`src/ddr_pkg.sv`:
```
// Shared constants and types for the DDR I/O cell
package ddr_pkg;
  localparam int unsigned DDR_MODE_W = 2;
  typedef enum logic [DDR_MODE_W-1:0] {
    DDR_MODE_INPUT,
    DDR_MODE_OUTPUT,
    DDR_MODE_TRISTATE,
    DDR_MODE_BIDIR
  } ddr_mode_e;
  localparam int unsigned DDR_PAIR_W = 2;
  localparam int unsigned DDR_PAIR_RISE = 1;
  localparam int unsigned DDR_PAIR_FALL = 0;
  localparam int unsigned DDR_FIFO_DEPTH = 8;
  localparam int unsigned DDR_DENS_SMALL_A = 60;
  localparam int unsigned DDR_DENS_SMALL_B = 125;
  localparam int unsigned DDR_DENS_SMALL_C = 250;
  localparam int unsigned DDR_DENS_DEFAULT = 250;
  localparam logic DDR_OE_N_DRIVE = 1'h0;
  localparam logic DDR_OE_N_FLOAT = 1'h1;
  localparam logic DDR_BIT_CLEAR = 1'h0;
  localparam time DDR_CLK_PERIOD_NS = 20ns;
endpackage : ddr_pkg

```
`src/ddr_fifo.sv`:
```
// Transmit pair FIFO with valid and ready on both sides
`timescale 1ns/10ps
module ddr_fifo
  import ddr_pkg::*;
#(
  parameter int unsigned WIDTH = DDR_PAIR_W,
  parameter int unsigned DEPTH = DDR_FIFO_DEPTH
) (
  input wire logic clk_in,
  input wire logic rst_n_in,
  input wire logic ce_in,
  input wire logic wr_valid_in,
  output logic wr_ready_out,
  input wire logic [WIDTH-1:0] wr_data_in,
  output logic rd_valid_out,
  input wire logic rd_ready_in,
  output logic [WIDTH-1:0] rd_data_out
);
  localparam int unsigned AW = (DEPTH > 1) ? $clog2(DEPTH) : 1;
  generate
    if (DEPTH < 2 || (1 << AW) != DEPTH || WIDTH < 1) begin : g_bad
      $error("ddr_fifo needs a power-of-two depth of at least two");
    end
  endgenerate
  logic [WIDTH-1:0] mem_reg [DEPTH];
  logic [AW:0] wptr_reg;
  logic [AW:0] rptr_reg;
  wire empty = (wptr_reg == rptr_reg);
  wire full = (wptr_reg[AW-1:0] == rptr_reg[AW-1:0]) && (wptr_reg[AW] != rptr_reg[AW]);
  wire do_wr = ce_in && wr_valid_in && !full;
  wire do_rd = ce_in && rd_ready_in && !empty;
  // Ready comes from its own flop, worked out from the next pointers
  logic ready_reg;
  wire [AW:0] wptr_next = wptr_reg + {{AW{1'h0}}, do_wr};
  wire [AW:0] rptr_next = rptr_reg + {{AW{1'h0}}, do_rd};
  wire full_next = (wptr_next[AW-1:0] == rptr_next[AW-1:0]) && (wptr_next[AW] != rptr_next[AW]);
  assign wr_ready_out = ready_reg;
  assign rd_valid_out = !empty;
  assign rd_data_out = mem_reg[rptr_reg[AW-1:0]];
  always_ff @(posedge clk_in) begin
    if (do_wr) begin
      mem_reg[wptr_reg[AW-1:0]] <= wr_data_in;
    end
  end
  always_ff @(posedge clk_in) begin
    if (!rst_n_in) begin
      wptr_reg <= '0;
      rptr_reg <= '0;
      ready_reg <= 1'h1;
    end else begin
      ready_reg <= !full_next;
      if (do_wr) begin
        wptr_reg <= wptr_reg + 1'h1;
      end
      if (do_rd) begin
        rptr_reg <= rptr_reg + 1'h1;
      end
    end
  end
endmodule : ddr_fifo

```
`src/ddr_io_cell.sv`:
```
// DDR I/O cell: capture, launch, tristate and bidirectional modes
// Operation
// - The cell works in one of four modes: input, output, tristate output or bidirectional.
// - Input capture samples the pad on both edges through three registers for the rise half and four for the fall half and hands the pair over on each rising edge.
// - Any pad position can host the capture logic, since the cell has no position limit.
// - The output, tristate and bidirectional modes launch a new value every half clock while the FIFO holds pairs, and repeat the last pair when it is empty.
// - Small variants only allow DDR at the three largest densities.
// - Small variants refuse differential signalling for DDR pads.
// - Pad data changes on both clock edges and the far party samples or drives accordingly.
// - The tristate driver enable is active low.
// - The bidirectional enable is active low while capture keeps sampling the pad.
`timescale 1ns/10ps
module ddr_io_cell
  import ddr_pkg::*;
#(
  parameter bit SMALL_VARIANT = 1'b0,
  parameter int unsigned DENSITY_K = DDR_DENS_DEFAULT,
  parameter bit DIFFERENTIAL = 1'b0,
  parameter int unsigned FIFO_DEPTH = DDR_FIFO_DEPTH
) (
  input wire logic CLK_SYS_IN,
  input wire logic RESETN_IN,
  input wire logic CE_IN,
  input wire logic [DDR_MODE_W-1:0] MODE_IN,
  input wire logic TX_VALID_IN,
  output logic TX_READY_OUT,
  input wire logic RISE_HALF_DATA_IN,
  input wire logic FALL_HALF_DATA_IN,
  input wire logic DRV_EN_N_IN,
  input wire logic PAD_IN,
  output logic PAD_OUT,
  output logic PAD_OE_N_OUT,
  output logic RX_VALID_OUT,
  output logic RISE_SAMPLE_OUT,
  output logic FALL_SAMPLE_OUT,
  output logic TX_UNDERRUN_OUT
);
  localparam bit DENS_OK = (DENSITY_K == DDR_DENS_SMALL_A) || (DENSITY_K == DDR_DENS_SMALL_B) ||
    (DENSITY_K == DDR_DENS_SMALL_C);
  generate
    if (SMALL_VARIANT && !DENS_OK) begin : g_dens
      $error("DDR is not available at this density on small variants");
    end
    if (SMALL_VARIANT && DIFFERENTIAL) begin : g_diff
      $error("Differential DDR pads are not available on small variants");
    end
  endgenerate
  ddr_mode_e mode;
  assign mode = ddr_mode_e'(MODE_IN);
  wire mode_capture = (mode == DDR_MODE_INPUT) || (mode == DDR_MODE_BIDIR);
  wire mode_launch = (mode != DDR_MODE_INPUT);
  wire mode_enabled = (mode == DDR_MODE_TRISTATE) || (mode == DDR_MODE_BIDIR);
  // Capture path: two flops per edge before use, then the fall half moves to the rising edge
  logic rise_s1_reg;
  logic rise_s2_reg;
  logic fall_s1_reg;
  logic fall_s2_reg;
  logic fall_s3_reg;
  always_ff @(posedge CLK_SYS_IN) begin
    if (!RESETN_IN) begin
      rise_s1_reg <= DDR_BIT_CLEAR;
      rise_s2_reg <= DDR_BIT_CLEAR;
      fall_s3_reg <= DDR_BIT_CLEAR;
    end else if (CE_IN) begin
      rise_s1_reg <= PAD_IN;
      rise_s2_reg <= rise_s1_reg;
      fall_s3_reg <= fall_s2_reg;
    end
  end
  always_ff @(negedge CLK_SYS_IN) begin
    if (!RESETN_IN) begin
      fall_s1_reg <= DDR_BIT_CLEAR;
      fall_s2_reg <= DDR_BIT_CLEAR;
    end else if (CE_IN) begin
      fall_s1_reg <= PAD_IN;
      fall_s2_reg <= fall_s1_reg;
    end
  end
  logic rise_sample_reg;
  logic fall_sample_reg;
  logic rx_valid_reg;
  always_ff @(posedge CLK_SYS_IN) begin
    if (!RESETN_IN) begin
      rise_sample_reg <= DDR_BIT_CLEAR;
      fall_sample_reg <= DDR_BIT_CLEAR;
      rx_valid_reg <= DDR_BIT_CLEAR;
    end else if (CE_IN) begin
      rx_valid_reg <= mode_capture;
      if (mode_capture) begin
        rise_sample_reg <= rise_s2_reg;
        fall_sample_reg <= fall_s3_reg;
      end
    end
  end
  // Transmit path: core pairs buffered, one pair launched per clock
  logic [DDR_PAIR_W-1:0] tx_pair_in;
  logic [DDR_PAIR_W-1:0] tx_pair_out;
  logic tx_avail;
  assign tx_pair_in = {RISE_HALF_DATA_IN, FALL_HALF_DATA_IN};
  ddr_fifo #(
    .WIDTH(DDR_PAIR_W),
    .DEPTH(FIFO_DEPTH)
  ) u_fifo (
    .clk_in(CLK_SYS_IN),
    .rst_n_in(RESETN_IN),
    .ce_in(CE_IN),
    .wr_valid_in(TX_VALID_IN),
    .wr_ready_out(TX_READY_OUT),
    .wr_data_in(tx_pair_in),
    .rd_valid_out(tx_avail),
    .rd_ready_in(mode_launch),
    .rd_data_out(tx_pair_out)
  );
  wire tx_load = mode_launch && tx_avail;
  ddr_launch u_launch (
    .clk_in(CLK_SYS_IN),
    .rst_n_in(RESETN_IN),
    .ce_in(CE_IN),
    .load_in(tx_load),
    .rise_half_data_in(tx_pair_out[DDR_PAIR_RISE]),
    .fall_half_data_in(tx_pair_out[DDR_PAIR_FALL]),
    .pad_data_out(PAD_OUT)
  );
  // Driver enable, low drives the pad
  logic oe_n_reg;
  logic underrun_reg;
  wire oe_n_next = !mode_launch ? DDR_OE_N_FLOAT :
    (mode_enabled ? DRV_EN_N_IN : DDR_OE_N_DRIVE);
  always_ff @(posedge CLK_SYS_IN) begin
    if (!RESETN_IN) begin
      oe_n_reg <= DDR_OE_N_FLOAT;
      underrun_reg <= DDR_BIT_CLEAR;
    end else if (CE_IN) begin
      oe_n_reg <= oe_n_next;
      underrun_reg <= mode_launch && !tx_avail;
    end
  end
  assign PAD_OE_N_OUT = oe_n_reg;
  assign RX_VALID_OUT = rx_valid_reg;
  assign RISE_SAMPLE_OUT = rise_sample_reg;
  assign FALL_SAMPLE_OUT = fall_sample_reg;
  assign TX_UNDERRUN_OUT = underrun_reg;
endmodule : ddr_io_cell

```
`src/ddr_launch.sv`:
```
// Output launch registers, rise half after the rising edge, fall half after the falling edge
`timescale 1ns/10ps
module ddr_launch
  import ddr_pkg::*;
(
  input wire logic clk_in,
  input wire logic rst_n_in,
  input wire logic ce_in,
  input wire logic load_in,
  input wire logic rise_half_data_in,
  input wire logic fall_half_data_in,
  output logic pad_data_out
);
  logic rise_reg;
  logic fall_hold_reg;
  logic fall_reg;
  always_ff @(posedge clk_in) begin
    if (!rst_n_in) begin
      rise_reg <= DDR_BIT_CLEAR;
      fall_hold_reg <= DDR_BIT_CLEAR;
    end else if (ce_in && load_in) begin
      rise_reg <= rise_half_data_in;
      fall_hold_reg <= fall_half_data_in;
    end
  end
  always_ff @(negedge clk_in) begin
    if (!rst_n_in) begin
      fall_reg <= DDR_BIT_CLEAR;
    end else if (ce_in) begin
      fall_reg <= fall_hold_reg;
    end
  end
  // High phase shows the rise half, low phase the fall half
  assign pad_data_out = clk_in ? rise_reg : fall_reg;
endmodule : ddr_launch

```
`config.mk`:
```
export PLATFORM = sky130hd
export DESIGN_NAME = ddr_io_cell
export DESIGN_NICKNAME = d
export VERILOG_FILES = /design/src/ddr_pkg.sv /design/src/ddr_fifo.sv /design/src/ddr_io_cell.sv /design/src/ddr_launch.sv
export SDC_FILE = /design/constraint.sdc
export NUM_CORES = 1
export LEC_CHECK = 0
export BUFFER_PORTS_ARGS = -buffer_cell sky130_fd_sc_hd__buf_4
export CORE_ASPECT_RATIO = 1.1
export CORE_MARGIN = 2
export CORE_UTILIZATION = 25
export CTS_CLUSTER_DIAMETER = 40
export DETAILED_ROUTE_END_ITERATION = 10
export PLACE_DENSITY = 0.43
export REMOVE_ABC_BUFFERS = 1
export SLEW_MARGIN = 15
export SYNTH_ARGS = -nofsm -noshare
export SYNTH_HDL_FRONTEND = slang
export SYNTH_SLANG_ARGS = --single-unit
```
`constraint.sdc`:
```
create_clock -name CLK_SYS_IN -period 3.4 [get_ports CLK_SYS_IN]
set_input_delay 0.51 -clock CLK_SYS_IN [delete_from_list [all_inputs] [get_ports CLK_SYS_IN]]
set_output_delay 0.51 -clock CLK_SYS_IN [all_outputs]
set_load 0.05 [all_outputs]
```
== Word level (Yosys, flattened, before mapping) ==
Memory sizes are Yosys's and may differ from the RTL's. A register that Yosys moved wholly into a read port is not among the register bits.
Index checks and enable logic that the tools add are counted.

* Add/subtract/negate cells: 4
* Equality and inequality tests: 7
* Multiplexer cells: 5
* Reductions and logical operators: 18

{| class="wikitable"
|+ Operator list
! operator !! count
|-
| 1-bit logical AND || 9
|-
| 4-bit by 1-bit adder with 4-bit output || 2
|-
| 4-bit by 1-bit adder with 4-bit output (second input constant) || 2
|-
| 3-bit == test || 2
|-
| 1-bit 2-to-1 mux || 5
|-
| 2-bit == test (second input constant) || 2
|-
| 4-bit == test || 1
|-
| 1-bit logical NOT || 4
|-
| 2-bit logical NOT || 1
|-
| 1-bit logical OR || 2
|-
| 1-bit != test || 2
|-
| 2-bit AND reduction || 1
|-
| 2-bit nonzero test || 1
|}

* Flip-flop bits (word level): 20
* Memory bits (writable): 16
* Input bits: 10
* Output and inout port bits: 7
* Logic and storage cells: 49
* Memories: 1

{| class="wikitable"
|+ Memory list
! name !! words !! width !! rd ports !! clocked after memory_dff !! write ports !! line !! source
|-
| u_fifo.mem_reg || 8 || 2 || 1 || 1 || 1 || ddr_fifo.sv:25 || <nowiki>logic [WIDTH-1:0] mem_reg [DEPTH];</nowiki>
|}

== Longest topological paths before layout ==
* Depth in word-level cells: 8
* Depth in mapped cells: 9
* Gate-level depth less buffers: 9

== Hierarchy ==
A second synthesis with hierarchy kept.

* Cells, all modules: 171
* Area total of the unflattened synthesis: 1968.1 um2

{| class="wikitable"
|+ Modules (own cells, without submodules)
! module !! instances !! cells an instance !! area each (um2) !! sequential area each (um2)
|-
| ddr_fifo || 1 || 115 || 1416.4 || 720.7
|-
| ddr_io_cell || 1 || 42 || 424.2 || 200.2
|-
| ddr_launch || 1 || 14 || 127.6 || 60.1
|}

==> impl_metrics.json <==
{
  "grt_use_met1_pct": 10.79,
  "ys_top_cells_by_area": "edfxtp_1, dfxtp_1, mux2i_1, mux4_2, ha_1",
  "yosys_warnings": 0,
  "io_pins": 17,
  "power_leakage_nw": 0.8499,
  "yosysTopAreaCellShare_pct": 26.89,
  "wirelength_um": 3483,
  "cp_slowest_cell": "dfxtp_1",
  "dpl-instance-area_sq_um": 1974,
  "grt_pass1_wl_um": 6009,
  "tightest_slew_ns": 0.5523,
  "critPathMaxStageDelay_ns": 0.29,
  "final_nets": 192,
  "synthToLayoutAreaGrowth_pct": 19.40,
  "ys_types": 29,
  "hold_class": "input pin to flop",
  "die_w_um": 84.61,
  "synth_edf_count": 16,
  "max_slew_margin_pct": 62.92,
  "finalClockSkew_ns": 0.07565,
  "grt_max_degree": 29,
  "post-place-cells": 248,
  "synthCells": 156,
  "avgSynthCellArea_sq_um": 11.45,
  "start_util_pct": 25.65,
  "regArea_sq_um": 920.9,
  "busiest_layer": "met2",
  "final_cell_mix": "dfxtp_1, buf_4, edfxtp_1",
  "largest_reg_flops": 16,
  "cpLargestDelayFamily": "flip-flops",
  "n_fill_cell": 735,
  "first_pass_iters": 4,
  "gr-total-overflow": 0,
  "maxSlewViolCount": 0,
  "cts_hold_buf": 0,
  "synth-async-reset-ratio_pct": 0,
  "vdd_drop_max_v": 0.0002594,
  "placementRows": 32,
  "fp.coreArea_sq_um": 6967,
  "gp_congestion": 0.6713,
  "final_cells": 261,
  "dr.first_iter.drc_count": 42,
  "antenna_found_initial": 0,
  "cts_tree": "done",
  "crit_buf_inv": 1,
  "rsz0062_at_grt": "true",
  "drv_cap": 0,
  "final_common_cell": "dfxtp_1",
  "via_per_inst": 4.345,
  "hold_ws_ns": 0.3655,
  "power_density_nw_per_um2": 522.3,
  "hold_viol": 0,
  "clk_pin_slew_ns": 0.08,
  "outcome": "finished, final reports clean",
  "vias": 1134,
  "ys_seq_area_share_pct": 51.54,
  "critical_path_class": "flop to output pin",
  "track_usage_pct": 9.976,
  "required_ns": 2.89,
  "multiInputGateArea_sq_um": 800.8,
  "n_antenna_cell": 0,
  "ys.flop_type": "dfxtp_1",
  "path_max_fanout": 2,
  "cp_cell_sequence": "mux2_2, buf_6",
  "portBuffers": 16,
  "use_met2_pct": 17.39,
  "grt_pass1_vias": 1308,
  "start_kind": "flop",
  "fp.dieArea_sq_um": 7840,
  "setup-violations-final": 0,
  "end_kind": "output pin",
  "ys_seq_elements": 38,
  "drive_gt1_share_pct": 18.75,
  "grt_use_met3_pct": 3.119,
  "clkLatencyLatePin_ns": 0.47,
  "syn-cell-area_sq_um": 1787,
  "drc": 0,
  "routedWlPerCell_um": 13.34,
  "dp_hpwl_um": 2459,
  "stdcell_area_sq_um": 2133,
  "synth_area_leader_cell": "edfxtp_1",
  "postRouteAntennaNets": 0,
  "die_y_um": 92.67,
  "fin_util_pct": 30.62,
  "arrival_ns": 2.88
}
==> cell usage after synthesis (all sizes together), types with 4 or more instances <==
master / n
dfxtp: 22
edfxtp: 16
nand2: 14
mux2i: 13
nand2b: 10
xnor2: 9
nor2: 8
ha: 7
nor2b: 7
buf: 5
clkbuf: 5
inv: 5
nand3: 5
mux4: 4
o21ai: 4
xor2: 4
==> area by class of cell <==
type | instances | area share (%)
Tap cell | 85 | 4.985
Inverter | 4 | 0.7038
Multi-Input combinational cell | 103 | 37.54
Timing Repair Buffer | 16 | 5.630
Sequential cell | 38 | 43.17
Clock buffer | 11 | 6.041
Clock inverter | 4 | 1.935
==> path summary, 6_finish.rpt <==
kind	end	cells after the start	startpoint	slack [ns]
worst min register to register	fall_s1_reg$_SDFFE_NN0P_	2	fall_s1_reg$_SDFFE_NN0P_	0.48
worst max-delay path	PAD_OUT	2	u_launch.fall_reg$_SDFFE_NN0P_	0.009
worst max register to register	fall_s3_reg$_SDFFE_PN0P_	2	fall_s2_reg$_SDFFE_NN0P_	1.04
worst min-delay path	u_fifo.mem_reg[5][0]$_DFFE_PP_	1	FALL_HALF_DATA_IN	0.37
==> what timing repair did <==
action | in CTS | in global routing
pin swaps | 0 | 0
endpoints found under the setup margin | 1 | 1
resized for setup | 1 | 0
buffers inserted | 0 | 0
==> layer usage <==
layer / part of all wire (%) / up-vias
met3: 3.8 / 3
met4: 0.98 / 0
met1: 44 / 535
met2: 51 / 20
li1: - / 576
met5: 0 / -
==> per-stage QoR <==
| stage | power, mW | TNS, ns | worst slack, ns |
|---|---|---|---|
| after detailed placement | 0.6491 | 0 | 0.4727 |
| final | 1.114 | 0 | 0.009204 |
| after global placement | 0.6458 | 0 | 0.4739 |
| after floorplan | 0.6049 | 0 | 0.5301 |
| after global routing | 1.165 | -0.01879 | -0.01879 |
| after CTS | 1.134 | -0.01406 | -0.01406 |
==> power breakdown <==
part	switching, mW	internal [mW]	total [mW]
Sequential	0.0111	0.489	0.500
Clock	0.193	0.308	0.501
Combinational	0.0625	0.0503	0.113
Total	0.267	0.847	1.11
==> cell families after synthesis <==
group / after synthesis / share of synthesized area (%)
AOI/OAI and AO/OA: 13 / 5.953
xor gates and xnor gates: 13 / 6.373
adders and majority gates: 7 / 4.902
buffers and inverters: 15 / 3.641
DFF: 38 / 51.54
muxes: 18 / 12.96
and+or+nand+nor: 52 / 14.64
Power figures use the tool's default switching activity.
